`config.mk`:
```
export PLATFORM = sky130hd
export DESIGN_NAME = afesc_sampling_control
export DESIGN_NICKNAME = d
export VERILOG_FILES = /design/src/afesc_pkg.sv /design/src/afesc_nibble_out.sv /design/src/afe_sampling_control.sv
export SDC_FILE = /design/constraint.sdc
export NUM_CORES = 1
export LEC_CHECK = 0
export BUFFER_PORTS_ARGS = -buffer_cell sky130_fd_sc_hd__buf_2
export CAP_MARGIN = 40
export CORE_MARGIN = 3
export CORE_UTILIZATION = 30
export DETAILED_ROUTE_END_ITERATION = 10
export MAX_ROUTING_LAYER = met4
export PLACE_DENSITY = 0.57
export SYNTH_ARGS = -nofsm -noshare
export SYNTH_HDL_FRONTEND = slang
export SYNTH_SLANG_ARGS = --single-unit
```
`constraint.sdc`:
```
create_clock -name clk -period 3.95 [get_ports clk]
set_clock_uncertainty 0.2 [all_clocks]
set_input_delay 0.395 -clock clk [delete_from_list [all_inputs] [get_ports clk]]
set_output_delay 0.395 -clock clk [all_outputs]
set_load 0.05 [all_outputs]
```
`src/afesc_pkg.sv`:
```
package afesc_pkg;

    // ----------------------------------------------------------------
    // Register map, byte addresses on the Wishbone bus.
    // ----------------------------------------------------------------
    localparam logic [7:0] AFESC_CTRL_ADDR = 8'h00; // Mode, clamp and reference control.
    localparam logic [7:0] AFESC_RED_ADDR = 8'h04; // Red offset and gain codes.
    localparam logic [7:0] AFESC_GREEN_ADDR = 8'h08; // Green offset and gain codes.
    localparam logic [7:0] AFESC_BLUE_ADDR = 8'h0C; // Blue offset and gain codes.
    localparam logic [7:0] AFESC_MONO_ADDR = 8'h10; // Monochrome offset and gain codes.
    localparam logic [7:0] AFESC_STATUS_ADDR = 8'h14; // Applied codes and clamp state.
    localparam logic [7:0] AFESC_SAMPLE_ADDR = 8'h18; // Last converted sample word.

    // ----------------------------------------------------------------
    // Control register fields.
    // ----------------------------------------------------------------
    localparam int AFESC_MONO_BIT = 0; // Monochrome operation.
    localparam int AFESC_SEL_LSB = 1; // Colour code select, two bits.
    localparam int AFESC_CLAMP_BIT = 3; // Clamp enable.
    localparam int AFESC_POS_LSB = 4; // Reset sample position, two bits.
    localparam int AFESC_DS_BIT = 6; // Double sampling enable.
    localparam int AFESC_RANGE_BIT = 7; // Reference DAC range.
    localparam int AFESC_EXTREF_BIT = 8; // External reference select.
    localparam int AFESC_REFCODE_LSB = 9; // Reference level code, four bits.
    localparam logic [12:0] AFESC_CTRL_RESET = 13'h0040; // Double sampling on at reset.

    // Code registers: offset in the low byte, gain in the next byte.
    localparam int AFESC_OFFSET_LSB = 0;
    localparam int AFESC_GAIN_LSB = 8;
    localparam logic [7:0] AFESC_CODE_RESET = 8'h00;

    // Colour select encodings; the fourth value is reserved.
    localparam logic [1:0] AFESC_SEL_RED = 2'h0;
    localparam logic [1:0] AFESC_SEL_GREEN = 2'h1;
    localparam logic [1:0] AFESC_SEL_BLUE = 2'h2;

    // ----------------------------------------------------------------
    // Pixel timing, in master clock cycles after the strobe edge.
    // ----------------------------------------------------------------
    localparam logic [2:0] AFESC_PIX_START = 3'h1; // Count value after the edge.
    localparam logic [2:0] AFESC_PIX_END = 3'h7; // Count stops here.
    localparam logic [2:0] AFESC_RESET_BASE = 3'h2; // Reset sample at position zero.

    // Output word layout.
    localparam int AFESC_WORD_W = 16;
    localparam int AFESC_NIB_W = 4;
    localparam logic [1:0] AFESC_NIB_LAST = 2'h3; // Four nibbles per word.

endpackage

```
`src/afesc_nibble_out.sv`:
```
`timescale 1ns/1ps
`default_nettype none

module afesc_nibble_out (
    input wire logic clk,
    input wire logic srst,
    input wire logic load,
    input wire logic [afesc_pkg::AFESC_WORD_W-1:0] word,
    output logic [afesc_pkg::AFESC_NIB_W-1:0] nibble,
    output logic nibbleValid,
    output logic nibbleFirst
);
    import afesc_pkg::*;

    // Word being shifted out and the nibble index within it.
    logic [AFESC_WORD_W-1:0] shiftWord;
    logic [1:0] nibIdx;
    logic busy;

    // ----------------------------------------------------------------
    // Shifter.
    // ----------------------------------------------------------------
    // A new load restarts the word, most significant nibble first; a
    // word that arrives faster than four cycles cuts the old one short.
    always_ff @(posedge clk) begin
        if (srst) begin
            shiftWord <= '0;
            nibIdx <= 2'h0;
            busy <= 1'b0;
            nibble <= '0;
            nibbleValid <= 1'b0;
            nibbleFirst <= 1'b0;
        end else if (load) begin
            shiftWord <= {word[AFESC_WORD_W-AFESC_NIB_W-1:0], {AFESC_NIB_W{1'b0}}};
            nibble <= word[AFESC_WORD_W-1 -: AFESC_NIB_W];
            nibIdx <= 2'h0;
            busy <= 1'b1;
            nibbleValid <= 1'b1;
            nibbleFirst <= 1'b1;
        end else if (busy && nibIdx != AFESC_NIB_LAST) begin
            // Remaining nibbles follow on consecutive cycles.
            nibble <= shiftWord[AFESC_WORD_W-1 -: AFESC_NIB_W];
            shiftWord <= {shiftWord[AFESC_WORD_W-AFESC_NIB_W-1:0], {AFESC_NIB_W{1'b0}}};
            nibIdx <= nibIdx + 2'h1;
            nibbleValid <= 1'b1;
            nibbleFirst <= 1'b0;
        end else begin
            busy <= 1'b0;
            nibbleValid <= 1'b0;
            nibbleFirst <= 1'b0;
        end
    end

    // ----------------------------------------------------------------
    // Checks.
    // ----------------------------------------------------------------
    // The most significant nibble follows a load by one cycle.
    nibble_first_a: assert property (
        @(posedge clk) disable iff (srst)
        load |=> nibbleFirst && nibbleValid
            && nibble == $past(word[AFESC_WORD_W-1 -: AFESC_NIB_W]))
        else $error("First nibble wrong.");

    // An uncut word ends with its least significant nibble four cycles on.
    nibble_order_a: assert property (
        @(posedge clk) disable iff (srst)
        load ##1 !load[*3] |=> nibbleValid && !nibbleFirst
            && nibble == $past(word[AFESC_NIB_W-1:0], 4))
        else $error("Nibble order broken.");

endmodule

`default_nettype wire

```
`src/afe_sampling_control.sv`:
```
// Added by the designer: the Wishbone slave port and the placing of the registers.
`timescale 1ns/1ps
`default_nettype none

module afesc_sampling_control (
    input wire logic clk,
    input wire logic srst,
    // Wishbone classic slave.
    input wire logic wb_cyc_i,
    input wire logic wb_stb_i,
    input wire logic wb_we_i,
    input wire logic [7:0] wb_adr_i,
    input wire logic [3:0] wb_sel_i,
    input wire logic [31:0] wb_dat_i,
    output logic [31:0] wb_dat_o,
    output logic wb_ack_o,
    // Sample strobe pin, asynchronous to the master clock.
    input wire logic sampleStrobe,
    // Converter result, same clock domain.
    input wire logic [afesc_pkg::AFESC_WORD_W-1:0] adcWord,
    input wire logic adcValid,
    // Analogue channel controls.
    output logic [7:0] offsetCode,
    output logic [7:0] gainCode,
    output logic clampPulse,
    output logic clampSwitch,
    output logic videoSampleClk,
    output logic resetSampleClk,
    output logic refSelectReset,
    output logic [3:0] refLevelCode,
    output logic refDacRange,
    output logic refDacEnable,
    // Output data bus.
    output logic [afesc_pkg::AFESC_NIB_W-1:0] dataNibble,
    output logic dataValid,
    output logic dataFirst
);
    import afesc_pkg::*;

    // ----------------------------------------------------------------
    // Host registers.
    // ----------------------------------------------------------------
    logic [12:0] ctrlReg; // Control fields.
    logic [15:0] redReg; // Red gain and offset.
    logic [15:0] greenReg; // Green gain and offset.
    logic [15:0] blueReg; // Blue gain and offset.
    logic [15:0] monoReg; // Monochrome gain and offset.
    logic [AFESC_WORD_W-1:0] lastSample; // Last converted word.
    logic clampArmed; // Clamp enable captured for this pixel.
    logic busReq; // A bus cycle waits for its answer.
    logic busWrite; // The master sees ack on a write at this edge.

    assign busReq = wb_cyc_i && wb_stb_i && !wb_ack_o;
    assign busWrite = wb_cyc_i && wb_stb_i && wb_we_i && wb_ack_o;

    // Writes land on the edge at which the master sees ack, so a request
    // dropped before its answer changes nothing; ack lasts one cycle, so a
    // held request is written again every second cycle. Byte lanes 0 and 1 carry all fields.
    always_ff @(posedge clk) begin
        if (srst) begin
            ctrlReg <= AFESC_CTRL_RESET;
            redReg <= {AFESC_CODE_RESET, AFESC_CODE_RESET};
            greenReg <= {AFESC_CODE_RESET, AFESC_CODE_RESET};
            blueReg <= {AFESC_CODE_RESET, AFESC_CODE_RESET};
            monoReg <= {AFESC_CODE_RESET, AFESC_CODE_RESET};
        end else if (busWrite) begin
            case (wb_adr_i)
                AFESC_CTRL_ADDR: begin
                    if (wb_sel_i[0]) ctrlReg[7:0] <= wb_dat_i[7:0];
                    if (wb_sel_i[1]) ctrlReg[12:8] <= wb_dat_i[12:8];
                end
                AFESC_RED_ADDR: begin
                    if (wb_sel_i[0]) redReg[7:0] <= wb_dat_i[7:0];
                    if (wb_sel_i[1]) redReg[15:8] <= wb_dat_i[15:8];
                end
                AFESC_GREEN_ADDR: begin
                    if (wb_sel_i[0]) greenReg[7:0] <= wb_dat_i[7:0];
                    if (wb_sel_i[1]) greenReg[15:8] <= wb_dat_i[15:8];
                end
                AFESC_BLUE_ADDR: begin
                    if (wb_sel_i[0]) blueReg[7:0] <= wb_dat_i[7:0];
                    if (wb_sel_i[1]) blueReg[15:8] <= wb_dat_i[15:8];
                end
                AFESC_MONO_ADDR: begin
                    if (wb_sel_i[0]) monoReg[7:0] <= wb_dat_i[7:0];
                    if (wb_sel_i[1]) monoReg[15:8] <= wb_dat_i[15:8];
                end
                default: begin
                    // Read-only and unmapped words ignore writes.
                end
            endcase
        end
    end

    // Bus answer: one-cycle ack for every address, zeros where unmapped.
    always_ff @(posedge clk) begin
        if (srst) begin
            wb_ack_o <= 1'b0;
            wb_dat_o <= '0;
        end else begin
            wb_ack_o <= busReq;
            case (wb_adr_i)
                AFESC_CTRL_ADDR: wb_dat_o <= {19'h00000, ctrlReg};
                AFESC_RED_ADDR: wb_dat_o <= {16'h0000, redReg};
                AFESC_GREEN_ADDR: wb_dat_o <= {16'h0000, greenReg};
                AFESC_BLUE_ADDR: wb_dat_o <= {16'h0000, blueReg};
                AFESC_MONO_ADDR: wb_dat_o <= {16'h0000, monoReg};
                AFESC_STATUS_ADDR: wb_dat_o <= {15'h0000, clampArmed, gainCode, offsetCode};
                AFESC_SAMPLE_ADDR: wb_dat_o <= {16'h0000, lastSample};
                default: wb_dat_o <= '0;
            endcase
        end
    end

    // ----------------------------------------------------------------
    // Configuration stage.
    // ----------------------------------------------------------------
    // The sampling logic reads only these copies, so a field written in
    // mid-pixel changes between cycles as a whole word, never in parts.
    logic cfgMono;
    logic [1:0] cfgSel;
    logic cfgClamp;
    logic [1:0] cfgPos;
    logic cfgDs;
    logic cfgRange;
    logic cfgExtRef;
    logic [3:0] cfgRefCode;

    always_ff @(posedge clk) begin
        if (srst) begin
            cfgMono <= AFESC_CTRL_RESET[AFESC_MONO_BIT];
            cfgSel <= AFESC_CTRL_RESET[AFESC_SEL_LSB +: 2];
            cfgClamp <= AFESC_CTRL_RESET[AFESC_CLAMP_BIT];
            cfgPos <= AFESC_CTRL_RESET[AFESC_POS_LSB +: 2];
            cfgDs <= AFESC_CTRL_RESET[AFESC_DS_BIT];
            cfgRange <= AFESC_CTRL_RESET[AFESC_RANGE_BIT];
            cfgExtRef <= AFESC_CTRL_RESET[AFESC_EXTREF_BIT];
            cfgRefCode <= AFESC_CTRL_RESET[AFESC_REFCODE_LSB +: 4];
        end else begin
            cfgMono <= ctrlReg[AFESC_MONO_BIT];
            cfgSel <= ctrlReg[AFESC_SEL_LSB +: 2];
            cfgClamp <= ctrlReg[AFESC_CLAMP_BIT];
            cfgPos <= ctrlReg[AFESC_POS_LSB +: 2];
            cfgDs <= ctrlReg[AFESC_DS_BIT];
            cfgRange <= ctrlReg[AFESC_RANGE_BIT];
            cfgExtRef <= ctrlReg[AFESC_EXTREF_BIT];
            cfgRefCode <= ctrlReg[AFESC_REFCODE_LSB +: 4];
        end
    end

    // ----------------------------------------------------------------
    // Code selection.
    // ----------------------------------------------------------------
    // The reserved select value keeps the codes already applied, which
    // is harmless but software should not lean on it.
    always_ff @(posedge clk) begin
        if (srst) begin
            offsetCode <= AFESC_CODE_RESET;
            gainCode <= AFESC_CODE_RESET;
        end else if (cfgMono) begin
            offsetCode <= monoReg[AFESC_OFFSET_LSB +: 8];
            gainCode <= monoReg[AFESC_GAIN_LSB +: 8];
        end else begin
            case (cfgSel)
                AFESC_SEL_RED: begin
                    offsetCode <= redReg[AFESC_OFFSET_LSB +: 8];
                    gainCode <= redReg[AFESC_GAIN_LSB +: 8];
                end
                AFESC_SEL_GREEN: begin
                    offsetCode <= greenReg[AFESC_OFFSET_LSB +: 8];
                    gainCode <= greenReg[AFESC_GAIN_LSB +: 8];
                end
                AFESC_SEL_BLUE: begin
                    offsetCode <= blueReg[AFESC_OFFSET_LSB +: 8];
                    gainCode <= blueReg[AFESC_GAIN_LSB +: 8];
                end
                default: begin
                    // Reserved encoding: hold the present codes.
                end
            endcase
        end
    end

    // ----------------------------------------------------------------
    // Strobe synchroniser and pixel timing.
    // ----------------------------------------------------------------
    logic strobeMeta; // First stage, read only by the second.
    logic strobeSync;
    logic strobeLast;
    logic strobeEdge; // First master clock edge inside a strobe pulse.
    logic [2:0] pixCount; // Cycles since that edge, zero until the first strobe, then parked at 7.
    logic resetHit; // Reset level instant of this pixel.

    always_ff @(posedge clk) begin
        if (srst) begin
            strobeMeta <= 1'b0;
            strobeSync <= 1'b0;
            strobeLast <= 1'b0;
        end else begin
            strobeMeta <= sampleStrobe;
            strobeSync <= strobeMeta;
            strobeLast <= strobeSync;
        end
    end

    assign strobeEdge = strobeSync && !strobeLast;
    assign resetHit = (pixCount == AFESC_RESET_BASE + {1'b0, cfgPos});

    // The count saturates so a slow strobe leaves it parked at the end.
    always_ff @(posedge clk) begin
        if (srst) begin
            pixCount <= 3'h0;
        end else if (strobeEdge) begin
            pixCount <= AFESC_PIX_START;
        end else if (pixCount != 3'h0 && pixCount != AFESC_PIX_END) begin
            pixCount <= pixCount + 3'h1;
        end
    end

    // Clamp enable is sampled once per strobe and alone decides the clamp.
    always_ff @(posedge clk) begin
        if (srst) begin
            clampArmed <= 1'b0;
        end else if (strobeEdge) begin
            clampArmed <= cfgClamp;
        end
    end

    // Sampling clocks, clamp pulse and switch. Clamp does not depend on
    // the double sampling mode, so both modes can clamp.
    always_ff @(posedge clk) begin
        if (srst) begin
            clampPulse <= 1'b0;
            clampSwitch <= 1'b0;
            videoSampleClk <= 1'b0;
            resetSampleClk <= 1'b0;
        end else begin
            clampPulse <= resetHit && clampArmed;
            clampSwitch <= resetHit && clampArmed;
            videoSampleClk <= strobeEdge;
            // Without double sampling the reference pin is sampled together
            // with the video level instead of at the reset instant.
            resetSampleClk <= cfgDs ? resetHit : strobeEdge;
        end
    end

    // ----------------------------------------------------------------
    // Reference generation.
    // ----------------------------------------------------------------
    always_ff @(posedge clk) begin
        if (srst) begin
            refSelectReset <= AFESC_CTRL_RESET[AFESC_DS_BIT];
            refLevelCode <= AFESC_CTRL_RESET[AFESC_REFCODE_LSB +: 4];
            refDacRange <= AFESC_CTRL_RESET[AFESC_RANGE_BIT];
            refDacEnable <= !AFESC_CTRL_RESET[AFESC_EXTREF_BIT];
        end else begin
            refSelectReset <= cfgDs;
            refLevelCode <= cfgRefCode;
            refDacRange <= cfgRange;
            refDacEnable <= !cfgExtRef;
        end
    end

    // ----------------------------------------------------------------
    // Output data.
    // ----------------------------------------------------------------
    always_ff @(posedge clk) begin
        if (srst) begin
            lastSample <= '0;
        end else if (adcValid) begin
            lastSample <= adcWord;
        end
    end

    afesc_nibble_out afesc_nibble_out_inst (
        .clk(clk),
        .srst(srst),
        .load(adcValid),
        .word(adcWord),
        .nibble(dataNibble),
        .nibbleValid(dataValid),
        .nibbleFirst(dataFirst)
    );

    // ----------------------------------------------------------------
    // Checks.
    // ----------------------------------------------------------------
    mono_codes_a: assert property (
        @(posedge clk) disable iff (srst)
        $past(cfgMono) |-> offsetCode == $past(monoReg[7:0]) && gainCode == $past(monoReg[15:8]))
        else $error("Mono codes not applied.");

    green_codes_a: assert property (
        @(posedge clk) disable iff (srst)
        !$past(cfgMono) && $past(cfgSel) == 2'h1 |-> gainCode == $past(greenReg[15:8]))
        else $error("Green gain not applied.");

    reserved_hold_a: assert property (
        @(posedge clk) disable iff (srst)
        !$past(cfgMono) && $past(cfgSel) == 2'h3 |-> $stable(offsetCode) && $stable(gainCode))
        else $error("Reserved select changed codes.");

    clamp_capture_a: assert property (
        @(posedge clk) disable iff (srst)
        strobeEdge |=> clampArmed == $past(cfgClamp))
        else $error("Clamp enable not captured.");

    clamp_gate_a: assert property (
        @(posedge clk) disable iff (srst)
        clampPulse |-> $past(clampArmed) && $past(pixCount) == 3'h2 + {1'b0, $past(cfgPos)})
        else $error("Clamp pulse without cause.");

    clamp_switch_a: assert property (
        @(posedge clk) disable iff (srst)
        clampSwitch == clampPulse)
        else $error("Clamp switch differs from pulse.");

    nonds_sample_a: assert property (
        @(posedge clk) disable iff (srst)
        strobeEdge && !cfgDs |=> resetSampleClk && videoSampleClk)
        else $error("Reference not sampled with video.");

    ext_ref_a: assert property (
        @(posedge clk) disable iff (srst)
        ctrlReg[AFESC_EXTREF_BIT] ##2 1'b1 |-> !refDacEnable)
        else $error("Internal DAC on with external reference.");

endmodule

`default_nettype wire

```
Yosys cells after proc, flatten, opt, wreduce, memory -nomap -nowiden:

Cells that the tools add are included.

* add/sub/neg operators: 3
* reductions and logical operators: 29
* eq/ne operators: 12
* mux-type cells: 17

Operator list (count)
* $pmux 17 s7: 1
* $pmux 8 s3: 2
* $mux 16: 2
* $reduce_and 3->1: 10
* $eq 8x5->1 const B: 3
* $eq 8x4->1 const B: 2
* $mux 8: 2
* $eq 8x3->1 const B: 1
* $logic_and 1x1->1: 8
* $logic_not 8->1: 1
* $mux 1: 8
* $mux 4: 2
* $ne 2x2->1 const B: 2
* $reduce_bool 2->1: 2
* $reduce_bool 4->1: 1
* $reduce_or 2->1: 2
* $add 2x2->3 const A: 1
* $add 3x1->3 const B: 1
* $eq 3x3->1: 1
* $logic_not 1->1: 3
* $ne 3x3->1 const B: 1
* $reduce_bool 3->1: 1
* $add 2x1->2 const B: 1
* $eq 2x1->1 const B: 1
* other kinds (2): 2

* register bits: 193
* output and inout port bits: 66
* word-level logic and storage cells: 103
* input port bits: 67

Logic depth before layout (Yosys ltp):

* depth after elaboration: 4
* depth in mapped cells: 8
* depth with buffers taken out: 6

Modules after synthesis:

Synthesis repeated with hierarchy kept, for this count alone.

* cell total of the unflattened synthesis: 838
* area total of the unflattened synthesis: 7942.6 µm²

Modules (own cells, without submodules)
* afesc_sampling_control: cells each 736, seq. area each 3143.0 µm², instances 1, area an instance 6970.4 µm²
* afesc_nibble_out: cells each 102, seq. area each 420.4 µm², instances 1, area an instance 972.2 µm²

Worst setup path after synthesis:

No wires, ideal clock.

* path type: reg-to-reg
* start: reg wb_ack_o
* end: reg redReg[0]
* arrival time: 1.839 ns
* library setup time: 0.132 ns
* slack: 1.779 ns
* data required time: 3.618 ns
* stages on the path, launching flop included: 8
* period minus slack after synthesis: 2.171 ns
* buffers on the path: 2
* cell sequence: dfxtp_1 -> and4_1 -> and2_1 -> clkbuf_1 -> buf_2 -> nand3_1 -> nand2_1 -> a21oi_1

* word-level cells in the longest chain between the ends: 2

Ends and longest elaborated chain
* start, declared: line afe_sampling_control.sv:16 `output logic wb_ack_o,`
* start signal, assigned: line afe_sampling_control.sv:101 `wb_ack_o <= busReq;`
* $logic_and 1x1->1: line afe_sampling_control.sv:54 `assign busWrite = wb_cyc_i && wb_stb_i && wb_we_i && wb_ack_o;`
* $reduce_and 3->1 (no source line)
* end signal, assigned: line afe_sampling_control.sv:62 `redReg <= {AFESC_CODE_RESET, AFESC_CODE_RESET};`
* end signal, assigned: line afe_sampling_control.sv:73 `if (wb_sel_i[0]) redReg[7:0] <= wb_dat_i[7:0];`
* end, declared: line afe_sampling_control.sv:44 `logic [15:0] redReg;`

Every way passes these cells.
A chain may end at the register's enable or synchronous reset.

Worst setup path in the final report:

* start: reg cfgSel[1]
* end: reg offsetCode[5]

* word-level cells in the longest chain between the ends: 3
* elaborated cells between the ends (all ways): 6
* classes of those cells: eq/ne (2); mux (2); reduce/logical (2)

Ends and longest elaborated chain
* start, declared: line afe_sampling_control.sv:121 `logic [1:0] cfgSel;`
* start signal, assigned: line afe_sampling_control.sv:132 `cfgSel <= AFESC_CTRL_RESET[AFESC_SEL_LSB +: 2];`
* start signal, assigned: line afe_sampling_control.sv:141 `cfgSel <= ctrlReg[AFESC_SEL_LSB +: 2];`
* $eq 2x2->1, or another cell as far along: line afe_sampling_control.sv:164 `case (cfgSel)`
* $pmux 8 s3: line afe_sampling_control.sv:164
* $mux 8: line afe_sampling_control.sv:160 `end else if (cfgMono) begin`
* end signal, assigned: line afe_sampling_control.sv:161 `offsetCode <= monoReg[AFESC_OFFSET_LSB +: 8];`
* end signal, assigned: line afe_sampling_control.sv:166 `offsetCode <= redReg[AFESC_OFFSET_LSB +: 8];`
* end signal, assigned: line afe_sampling_control.sv:170 `offsetCode <= greenReg[AFESC_OFFSET_LSB +: 8];`
* end, declared: line afe_sampling_control.sv:23 `output logic [7:0] offsetCode,`

Several ways; a longest one is shown, not always the timed one.

==> results.yml <==
run_status:
  status: "completed"
route:
  drtIter0Drc: 598
  dr_total_vias: 6566
  top_layer_used: "met4"
  routed_via_density: 5.10
  finalWirelength_um: 22900
  postRouteAntennaNets: 0
  wl_met2_um: 9780
  first_pass_iters: 5
  m1WireLength_um: 10900
  route.detailed.drc: 0
  routedWlPerCell_um: 17.8
  met3_length_um: 1790
yosys:
  syn_avg_cell_area_um2: 8.74
  synth_cell_types: 51
  ys_async_sr_fraction: 0
  synth-edff-count: 0
  synth_top_flop_cell: "dfxtp_1"
  ys_seq_area_frac: 0.467
  ys_seq_elements: 178
  ys_warn_count: 0
  syn_inst: 872
  syn_area_um2: 7620
worst_setup_path:
  worst-path-max-fanout: 10
  worst_setup_path_start_kind: "flip-flop"
  reg2reg_depth: 7
  required_ps: 4100
  path_class: "reg2reg"
  cp-end-kind: "flip-flop"
  rr_endpoint: "offsetCode[5]"
  crit_start: "cfgSel[1]"
  worst-r2r-setup-slack_ps: 1360
  timing.rr.start: "cfgSel[1]"
  critical_path_arrival_ps: 2740
power_and_ir_drop:
  clkPwrFrac: 0.445
  switching_power_uw: 972
  p_int_mw: 2.88
  power.total_mw: 3.85
  pwr-share-seq: 0.480
  switching_share: 0.253
  ir_drop_mv: 0.199
  p_leak_nw: 3.63
  powerDensity_nw_per_um2: 429
  power_frac_comb: 0.075
grt:
  grt_max_degree: 57
  grt_pass1_vias: 5935
  grt-ovfl-total: 0
  antenna_found_initial: 2
  grt_pass1_wl_um: 34500
  grt_usage: 0.172
sta:
  slew_violations: 0
  fin_crit_sh: 0.655
  maxSlewHeadroom: 0.401
  setup_slack_ps: 1360
  fmax_mhz: 387
  tightestPinTransition_ps: 896
  setup-violations-final: 0
  post-route-min-period_ps: 2590
  hold_viol: 0
  fin_tns_setup_ps: 0
  rsz0062_at_grt: "false"
layout:
  ff_latch_area_um2: 3560
  multi_input_area_um2: 3720
  syn_to_final_growth_pct: 17.7
  nFillCells: 2602
  finalNetCount: 1020
  drive_gt1_frac: 0.165
worst_hold_path:
  holdPathEnd: "afesc_nibble_out_inst.shiftWord[11]"
  min_path_cells: 3
  worstHoldPathType: "in2reg"
  worstHoldStart: "adcWord[7]"
place:
  gp_congestion: 0.835
  dp_slack_ps: 1120
  port_buffers: 99
  hpwl_um: 15400
clocking:
  tritoncts: "done"
  cts-buffers-inserted: 17
  insertion_delay_ps: 430
  cts_buffer_depth: 2
  clock-sinks: 178
  clk_pin_slew_worst_paths_ps: 70
  ctsResizeCount: 0
  cts.htree.levels: 4
  root_buffer: "clkbuf_16"
floorplan:
  die_width_um: 165
  rows: 57
  die_h_um: 165
  ioPinCount: 133
  fp.dieArea_um2: 27400
  start_util: 0.309
  core_um2: 24700
job:
  drv_cap: 0
metal layers:
metal / global-route usage / up-vias
li1: - / 3159
met1: 0.244 / 3109
met2: 0.242 / 272
met3: 0.0442 / 26
met4: 0.0457 / 0
met5: - / -
synth_stat cells (15+ instances only):
master / instances / share of area
dfxtp_1: 178 / 0.47
nor2_1: 121 / 0.060
nand2_1: 118 / 0.058
mux2i_1: 89 / 0.12
a21oi_1: 62 / 0.041
clkbuf_1: 38 / 0.019
a211oi_1: 32 / 0.032
a22oi_1: 29 / 0.029
nor2b_1: 26 / 0.021
nand3_1: 24 / 0.016
nor3_1: 23 / 0.015
o21ai_0: 21 / 0.014
buf_4: 18 / 0.018
buf_2: 15 / 0.0098
power groups by stage:
stage | logic, mW | clock network [mW] | registers [mW]
3_3_place_gp | 0.278 | 0 | 1.89
2_1_floorplan | 0.190 | 0 | 1.90
5_1_grt | 0.315 | 1.82 | 1.85
3_5_place_dp | 0.285 | 0 | 1.89
6_report | 0.287 | 1.71 | 1.85
4_1_cts | 0.287 | 1.75 | 1.85
cells by family after synthesis:
| family | count (synthesis) | share of synthesized area |
|---|---|---|
| DFF | 178 | 0.467 |
| AOI/OAI and AO/OA | 167 | 0.138 |
| and+or+nand+nor | 349 | 0.213 |
| buffers and inverters | 79 | 0.0512 |
| adders and majority gates | 6 | 0.00985 |
| xor gates and xnor gates | 3 | 0.00345 |
| other | 1 | 0.000492 |
| muxes | 89 | 0.117 |
worst max-delay path, stage by stage (launching register included):
cell      delay (ps)
dfxtp_1          340
inv_1             60
ha_1             380
buf_8            240
nor4_4           710
buf_4            320
a211oi_1          80
nor3_1           180
state kept, by name, indices dropped and copies added, names as in the netlist, 8 cells and up:
register / flops
monoReg: 16
greenReg: 16
blueReg: 16
redReg: 16
ctrlReg: 13
wb_dat_o: 17
gainCode: 8
offsetCode: 8
lastSample: 16
afesc_nibble_out_inst.shiftWord: 12
per-stage QoR:
step                      cell area [um^2]  hold slack [ps]  instances   util
after global placement                8300              188       1247  0.336
final                                 8970             24.3       1287  0.364
after global routing                  8970             21.5       1286  0.364
after detailed placement              8370              183       1251  0.339
after CTS                             8970             7.27       1284  0.363
after floorplan                       7670              156        886      -
area by class of cell:
class	instances	share of cell area
tap	324	0.0452
timing repair buffer	116	0.0743
sequential	178	0.397
inverter	5	0.00209
multi-input combinational	629	0.415
clock inverter	13	0.0166
antenna	3	0.000836
clock buffer	19	0.0494
placed cells by master (no fill, tap or decap), types with 15 or more instances in the layout:
cell type,n
nor3_1,23
nor2_1,121
buf_2,98
mux2i_1,89
nand2_1,118
a21oi_1,62
nor2b_1,26
clkbuf_16,17
a211oi_1,32
nand3_1,24
a22oi_1,29
conb_1,15
o21ai_0,21
dfxtp_1,178
repair_timing:
item	in CTS	in global routing
hold buffers	1	0
setup endpoints to repair	0	0
buffers inserted	0	0
hold endpoints to repair	1	0
worst max path at each step:
stage                               end  cells after the start
after global routing      offsetCode[5]                      7
after floorplan               redReg[0]                      7
after detailed placement     redReg[14]                      6
final                     offsetCode[5]                      7
after CTS                 offsetCode[5]                      7
after global placement       redReg[10]                      6
Note: power is estimated with default switching activity, not from simulation.
